### src/common/uer_pkg.sv
package uer_pkg;
    // Stop bit setting
    localparam logic STOP_ONE = 1'h0;
    localparam logic STOP_TWO = 1'h1;
    // Parity modes
    localparam logic [2:0] PAR_NONE = 3'h0;
    localparam logic [2:0] PAR_ODD = 3'h1;
    localparam logic [2:0] PAR_EVEN = 3'h2;
    localparam logic [2:0] PAR_MARK = 3'h3;
    localparam logic [2:0] PAR_SPACE = 3'h4;
    // Line format
    localparam int DATA_MAX = 8;
    localparam logic [3:0] DATA_SEVEN = 4'h7;
    localparam logic [3:0] DATA_EIGHT = 4'h8;
    // Bit time in clocks less one (default baud div)
    localparam logic [15:0] DIV_DEFAULT = 16'h00D9;

    // Line configuration
    typedef struct packed {
        logic [15:0] div;
        logic eight_bits;
        logic two_stop;
        logic [2:0] parity;
    } uer_cfg_t;

    // Received character with status
    typedef struct packed {
        logic [7:0] data;
        logic frame_err;
        logic parity_err;
    } uer_char_t;
endpackage

### src/logic/uer_sync.sv
// Two-flop synchroniser for the receive pin, idles high
module uer_sync (
    input wire logic clock,
    input wire logic reset,
    input wire logic din,
    output logic dout
);
    logic first_r;
    logic second_r;
    // First stage is read only by the second
    always_ff @(posedge clock or posedge reset) begin
        if (reset) begin
            first_r <= 1'h1;
            second_r <= 1'h1;
        end else begin
            first_r <= din;
            second_r <= first_r;
        end
    end
    assign dout = second_r;
endmodule

### src/logic/uer_rx.sv
// Functional notes
// - One stop bit: framing error never reported
// - Other stop counts: framing error detected, reported
// - Mark/space parity: parity error never reported
// - Odd/even parity: mismatch flags parity error
module uer_rx (
    input wire logic clock,
    input wire logic reset,
    input wire logic rx_pin,
    input wire uer_pkg::uer_cfg_t cfg,
    output logic out_valid,
    output uer_pkg::uer_char_t out_char
);
    import uer_pkg::*;

    // Receiver states, one-hot
    typedef enum logic [4:0] {
        S_IDLE = 5'h01,
        S_START = 5'h02,
        S_DATA = 5'h04,
        S_PAR = 5'h08,
        S_STOP = 5'h10
    } uer_state_t;

    // Parity of data bits, odd sense
    // Bit 7 is left out of seven-bit frames, where it is zero-filled
    function automatic logic xor_bits(input logic [7:0] d, input logic eight);
        xor_bits = eight ? ^d : ^d[6:0];
    endfunction

    logic rx; // Synchronised line
    uer_state_t state_r, state_nxt;
    logic [15:0] cnt_r, cnt_nxt; // Clocks inside a bit
    logic [3:0] bit_r, bit_nxt; // Bits taken in this phase
    logic [7:0] shift_r, shift_nxt; // Data assembly
    logic par_bad_r, par_bad_nxt; // Parity mismatch seen
    logic frm_bad_r, frm_bad_nxt; // Bad stop seen
    logic valid_r, valid_nxt; // Character done pulse
    logic rx_prev_r, rx_prev_nxt; // Synchronised line one clock ago
    uer_char_t char_r, char_nxt;
    logic [15:0] half;
    logic at_mid;
    logic [3:0] nbits;

    // Pin crosses into clock domain
    uer_sync u_sync (
        .clock(clock),
        .reset(reset),
        .din(rx_pin),
        .dout(rx)
    );

    // Half of div (bit time less one), rounded down; the start recheck lands near mid-bit
    assign half = {1'h0, cfg.div[15:1]};
    // Bit period is div+1 clocks, so sample when the count reaches div
    assign at_mid = (cnt_r == cfg.div);
    // Data length of the current frame
    assign nbits = cfg.eight_bits ? DATA_EIGHT : DATA_SEVEN;

    // Next-state logic for the receiver
    always_comb begin
        state_nxt = state_r;
        cnt_nxt = cnt_r + 16'h0001;
        bit_nxt = bit_r;
        shift_nxt = shift_r;
        par_bad_nxt = par_bad_r;
        frm_bad_nxt = frm_bad_r;
        valid_nxt = 1'h0;
        char_nxt = char_r;
        rx_prev_nxt = rx;
        unique case (state_r)
            // Wait for a falling edge, not a low level: a line still low
            // after a bad stop bit must not open a phantom frame
            S_IDLE: begin
                cnt_nxt = 16'h0000;
                if (rx_prev_r && !rx) begin
                    state_nxt = S_START;
                end
            end
            // Recheck start at mid bit; glitches are dropped
            S_START: begin
                if (cnt_r == half) begin
                    // Fresh flags, so errors pair only with this character
                    cnt_nxt = 16'h0000;
                    bit_nxt = 4'h0;
                    par_bad_nxt = 1'h0;
                    frm_bad_nxt = 1'h0;
                    shift_nxt = 8'h00;
                    state_nxt = rx ? S_IDLE : S_DATA;
                end
            end
            // LSB first
            S_DATA: begin
                if (at_mid) begin
                    cnt_nxt = 16'h0000;
                    shift_nxt = cfg.eight_bits ? {rx, shift_r[7:1]}
                                               : {1'h0, rx, shift_r[6:1]};
                    bit_nxt = bit_r + 4'h1;
                    if (bit_r + 4'h1 == nbits) begin
                        bit_nxt = 4'h0;
                        state_nxt = (cfg.parity == PAR_NONE) ? S_STOP : S_PAR;
                    end
                end
            end
            // Parity bit; fixed-value modes are not checked
            S_PAR: begin
                if (at_mid) begin
                    cnt_nxt = 16'h0000;
                    if (cfg.parity == PAR_ODD) begin
                        par_bad_nxt = (xor_bits(shift_r, cfg.eight_bits) ^ rx) != 1'h1;
                    end else if (cfg.parity == PAR_EVEN) begin
                        par_bad_nxt = (xor_bits(shift_r, cfg.eight_bits) ^ rx) != 1'h0;
                    end else begin
                        par_bad_nxt = 1'h0;
                    end
                    state_nxt = S_STOP;
                end
            end
            // Stop bits; only multi-stop frames report a bad stop
            S_STOP: begin
                if (at_mid) begin
                    cnt_nxt = 16'h0000;
                    if (cfg.two_stop && !rx) begin
                        frm_bad_nxt = 1'h1;
                    end
                    bit_nxt = bit_r + 4'h1;
                    if (!cfg.two_stop || bit_r == 4'h1) begin
                        // Data and its flags leave together
                        valid_nxt = 1'h1;
                        char_nxt.data = shift_r;
                        char_nxt.parity_err = par_bad_r;
                        char_nxt.frame_err = cfg.two_stop && (frm_bad_r || !rx);
                        state_nxt = S_IDLE;
                    end
                end
            end
            default: begin
                state_nxt = S_IDLE;
            end
        endcase
    end

    // Receiver registers
    always_ff @(posedge clock or posedge reset) begin
        if (reset) begin
            state_r <= S_IDLE;
            cnt_r <= 16'h0000;
            bit_r <= 4'h0;
            shift_r <= 8'h00;
            par_bad_r <= 1'h0;
            frm_bad_r <= 1'h0;
            valid_r <= 1'h0;
            char_r <= '0;
            // Idle level, so no false start edge follows reset
            rx_prev_r <= 1'h1;
        end else begin
            state_r <= state_nxt;
            cnt_r <= cnt_nxt;
            bit_r <= bit_nxt;
            shift_r <= shift_nxt;
            par_bad_r <= par_bad_nxt;
            frm_bad_r <= frm_bad_nxt;
            valid_r <= valid_nxt;
            char_r <= char_nxt;
            // Line history for the start-edge detector
            rx_prev_r <= rx_prev_nxt;
        end
    end

    // Outputs come straight from flip-flops
    assign out_valid = valid_r;
    assign out_char = char_r;

    // Checks
    one_stop_frm_a: assert property (@(posedge clock) disable iff (reset)
        out_valid && !cfg.two_stop |-> !out_char.frame_err)
        else $error("framing error with one stop bit");
    two_stop_frm_a: assert property (@(posedge clock) disable iff (reset)
        state_r == S_STOP && at_mid && cfg.two_stop && bit_r == 4'h1 && !rx
        |=> out_valid && out_char.frame_err)
        else $error("missed framing error");
    fixed_par_a: assert property (@(posedge clock) disable iff (reset)
        out_valid && (cfg.parity == PAR_MARK || cfg.parity == PAR_SPACE)
        |-> !out_char.parity_err)
        else $error("parity error in mark or space mode");
    even_par_a: assert property (@(posedge clock) disable iff (reset)
        state_r == S_PAR && at_mid && cfg.parity == PAR_EVEN
        |=> par_bad_r == $past(xor_bits(shift_r, cfg.eight_bits) ^ rx))
        else $error("even parity check wrong");
    odd_par_a: assert property (@(posedge clock) disable iff (reset)
        state_r == S_PAR && at_mid && cfg.parity == PAR_ODD
        |=> par_bad_r == !$past(xor_bits(shift_r, cfg.eight_bits) ^ rx))
        else $error("odd parity check wrong");
    err_with_data_a: assert property (@(posedge clock) disable iff (reset)
        state_r == S_STOP ##1 state_r == S_IDLE |-> out_valid && out_char.data == $past(shift_r))
        else $error("data and status not delivered together");
    valid_pulse_a: assert property (@(posedge clock) disable iff (reset)
        out_valid |=> !out_valid)
        else $error("valid longer than one cycle");
    no_par_err_a: assert property (@(posedge clock) disable iff (reset)
        out_valid && cfg.parity == PAR_NONE |-> !out_char.parity_err)
        else $error("parity error with no parity");

    // Stop-bit paths, character hold and per-character flag clearing
    first_stop_frm_a: assert property (@(posedge clock) disable iff (reset)
        state_r == S_STOP && at_mid && cfg.two_stop && bit_r == 4'h0 && !rx |=> frm_bad_r)
        else $error("bad first stop bit not held");
    one_stop_bad_a: assert property (@(posedge clock) disable iff (reset)
        state_r == S_STOP && at_mid && !cfg.two_stop && !rx |=> out_valid && !out_char.frame_err)
        else $error("bad single stop bit reported");
    char_hold_a: assert property (@(posedge clock) disable iff (reset)
        $changed(out_char) |-> out_valid)
        else $error("character changed without valid");
    flag_clear_a: assert property (@(posedge clock) disable iff (reset)
        state_r == S_START && cnt_r == half |=> !frm_bad_r && !par_bad_r)
        else $error("stale error flag carried into next character");

    // Scenario coverage
    cov_frame_c: cover property (@(posedge clock) out_valid && out_char.frame_err);
    cov_par_c: cover property (@(posedge clock) out_valid && out_char.parity_err);
    cov_clean_c: cover property (@(posedge clock) out_valid && !out_char.parity_err);
    cov_two_stop_c: cover property (@(posedge clock) out_valid && cfg.two_stop);
    cov_fixed_par_c: cover property (@(posedge clock) out_valid && cfg.parity == PAR_SPACE);
endmodule

### config.mk
export PLATFORM = sky130hd
export DESIGN_NAME = uer_rx
export DESIGN_NICKNAME = d
export VERILOG_FILES = /design/src/common/uer_pkg.sv /design/src/logic/uer_sync.sv /design/src/logic/uer_rx.sv
export SDC_FILE = /design/constraint.sdc
export NUM_CORES = 1
export LEC_CHECK = 0
export BUFFER_PORTS_ARGS = -buffer_cell sky130_fd_sc_hd__buf_2
export CAP_MARGIN = 20
export CORE_MARGIN = 5
export CORE_UTILIZATION = 50
export DETAILED_ROUTE_END_ITERATION = 8
export GPL_TIMING_DRIVEN = 0
export HOLD_SLACK_MARGIN = 0.08
export PLACE_DENSITY_LB_ADDON = 0.1
export SYNTH_ARGS = -nofsm -noshare
export SYNTH_HDL_FRONTEND = slang
export SYNTH_SLANG_ARGS = --single-unit
### constraint.sdc
create_clock -name clock -period 2.3 [get_ports clock]
set_input_delay 0.345 -clock clock [delete_from_list [all_inputs] [get_ports clock]]
set_output_delay 0.345 -clock clock [all_outputs]
set_load 0.005 [all_outputs]
==> impl_metrics.ini <==
[clocking]
cts_max_level = 2
clk_pin_slew_ps = 90
cts_sinks = 49
numCtsBuffers = 5
insertion_delay_ps = 310
cts_buffer_depth = 2
tritoncts = yes
cts_root_buffer = clkbuf_8

[setup_path]
crit_buf_inv = 0
crit_slowest_cell = dfrtp_2
cp_data_arrival_time_ps = 2420
crit_fanout = 4
critPathTopFamily = simple AND/OR/NAND/NOR gates
crit_path_cell_trace = ha_1 -> or4_1 -> o2111ai_1 -> o21bai_2 -> nand4b_1 -> mux2_4
cp_num_cells = 6
timing.rr.end = state_r[4]$_DFFE_PP0P_
worst_setup_path_start_kind = flip-flop
end_kind = flip-flop
critical_path_class = flip-flop to flip-flop
max_stage_delay_ps = 440
r2r_setup_slack_ps = 80
cp.required_ps = 2500
reg2reg_from = bit_r[0]$_DFFE_PP0P_
worstRegToRegCells = 6

[route]
ant_nets = 0
vias_per_cell = 5.36
wire_per_inst_um = 14.7
wl_um = 5600
drc = 0
dr.pass1.iters = 4
drtIter0Drc = 106
vias = 2046

[synth]
synth_top_area_share_pct = 41.7
synth.avg_cell_area_um2 = 10.4
yosysTopAreaCell = dfrtp_1
netlist_area_mm2 = 0.00270
synth_edf_count = 0
synth.area.top_cells = dfrtp_1 42%, xnor2_1 10%, xor2_1 7.1%
async_reset_ff_share_pct = 100
seq_area_frac_synth_pct = 45.6
synth.cells.most_frequent = 45 x dfrtp_1, 32 x nor2_1, 32 x xnor2_1
post-synth-top-count-cell = dfrtp_1
syn_inst = 259
ys_warn_count = 0
synth-seq-cells = 49
syn-num-nets = 286
synth_cell_types = 43
synthFlopType = dfrtp_1

[global_routing]
grt_max_degree = 33
grt_pass1_wl_um = 9540
grt_overflow = 0
grtUsageTotal_pct = 16.9
first_global_vias = 1974
antenna_found_initial = 0

[die]
core_mm2 = 0.00517
die_x_um = 83.5
fp.dieH_um = 83.5
initial_core_util_pct = 52.2
ios = 35
placementRows = 26
dieArea_mm2 = 0.00697

[power_and_ir_drop]
ir_worst_vdd_mv = 0.595
p_leak_nw = 1.54
pwr-share-comb_pct = 35.1
p_per_area_mw_per_mm2 = 838
p_clk_share_pct = 27.3
cell_internal_pwr_mw = 1.82
p_sw_mw = 0.879
swShare_pct = 32.5
p_seq_share_pct = 37.6

[placement]
detailed_place_hpwl_um = 4060
dp.cells = 364
io_buffer_count = 34
routabilityCongestion = 0.886

[timing]
tightest_slew_ps = 446
hold_viol = 0
whs_ps = 131
fmax_mhz = 450
relSlewSlack_pct = 69.9
period_share_pct = 96.6
fin_crit_ps = 2220
setup_viol = 0
final-max-slew-violation-count = 0
fin_skew_ps = 4.79

[layout]
nFillCells = 425
antenna_cells = 0
fin_nets = 338
fin_cells = 382
drive_gt1_share_pct = 28.2
area_growth_pct = 19.6

[run]
cap_violations = 0

[min_path]
holdPathStages = 1
hold_end = u_sync.first_r$_DFF_PP1_
min-delay-start = rx_pin
hold_path_class = input port to flip-flop

[run_status]
status = complete, no violations
## sequential cells by signal, indices dropped and copies added (netlist names)
name and cells:
par_bad_r 1, cnt_r 16, shift_r 8, out_valid 1, bit_r 4, out_char 10, u_sync.dout 1, frm_bad_r 1
rx_prev_r 1, u_sync.first_r 1, state_r 5
## routing by layer
metal / up-vias / global-route usage [%] / routed length [um]
li1: 1006 / - / -
met1: 1000 / 23.4 / 2590
met2: 35 / 26.1 / 2740
met3: 5 / 3.75 / 223
met4: 0 / 5.99 / 56
met5: - / 0 / 0
## power by group through the flow
stage	registers (mW)	logic [mW]	clock network, mW
floorplan	0.997	0.609	0
global placement	1.01	0.783	0
detailed placement	1.01	0.792	0
CTS	0.995	0.808	0.754
global route	1.03	1.06	0.799
finish	1.02	0.950	0.737
## final cells by class
type                            count  area, um^2  area share, %
Buffer                              6        35.0           1.09
Clock buffer                        5        68.8           2.13
Clock inverter                      3        68.8           2.13
Inverter                            8        30.0          0.930
Multi-Input combinational cell    193        1420           43.9
Sequential cell                    49        1230           38.2
Tap cell                           70        87.6           2.71
Timing Repair Buffer               48         288           8.91
## kinds of logic after synthesis
family,after synthesis,synth area share [%]
fa+ha+maj,3,1.39
buf+inv,17,2.83
flops,49,45.6
simple gates,88,17.1
mux,12,5.00
compound gates,35,9.69
xor+xnor,55,18.4
## worst max path at each step
| stage | from | endpoint | slack (ps) |
|---|---|---|---|
| global placement | cnt_r[1]$_DFF_PP0_ | cnt_r[0]$_DFF_PP0_ | -80 |
| CTS | bit_r[0]$_DFFE_PP0P_ | state_r[4]$_DFFE_PP0P_ | 1 |
| detailed placement | cnt_r[7]$_DFF_PP0_ | bit_r[2]$_DFFE_PP0P_ | -140 |
| finish | bit_r[0]$_DFFE_PP0P_ | state_r[4]$_DFFE_PP0P_ | 80 |
| global route | bit_r[0]$_DFFE_PP0P_ | state_r[1]$_DFFE_PP0P_ | -7 |
| floorplan | bit_r[0]$_DFFE_PP0P_ | bit_r[2]$_DFFE_PP0P_ | 230 |
## repair_timing
action                     4_1_cts  5_1_grt
hold buffers                     1        0
buffers inserted                 4        7
setup endpoints to repair       31       26
gates resized for setup          2        7
pin swaps                        3        4
gates cloned                     0        1
hold endpoints to repair        17        0
## metrics by stage
| step | area, um^2 | TNS (ps) | setup WS, ps | power, mW | utilization (%) |
|---|---|---|---|---|---|
| after floorplan | 2700 | 0 | 233 | 1.61 | - |
| after global placement | 2960 | -950 | -77.7 | 1.79 | 57.2 |
| after detailed placement | 2980 | -1580 | -141 | 1.80 | 57.6 |
| after CTS | 3160 | 0 | 1.06 | 2.56 | 61.2 |
| after global routing | 3230 | -14.3 | -6.70 | 2.89 | 62.4 |
| final | 3230 | 0 | 78.3 | 2.70 | 62.4 |
## cell usage in the layout (no fill, tap or decap), drive strengths merged, types with 9 or more instances in the layout
master / Yosys / final
nor2: 32 / 32
nand2: 9 / 9
o21ai: 10 / 10
inv: 8 / 9
nand3: 13 / 13
mux2: 12 / 12
buf: 5 / 52
xnor2: 32 / 32
xor2: 22 / 22
dfrtp: 45 / 45
Note: power is estimated with default switching activity, not from simulation.
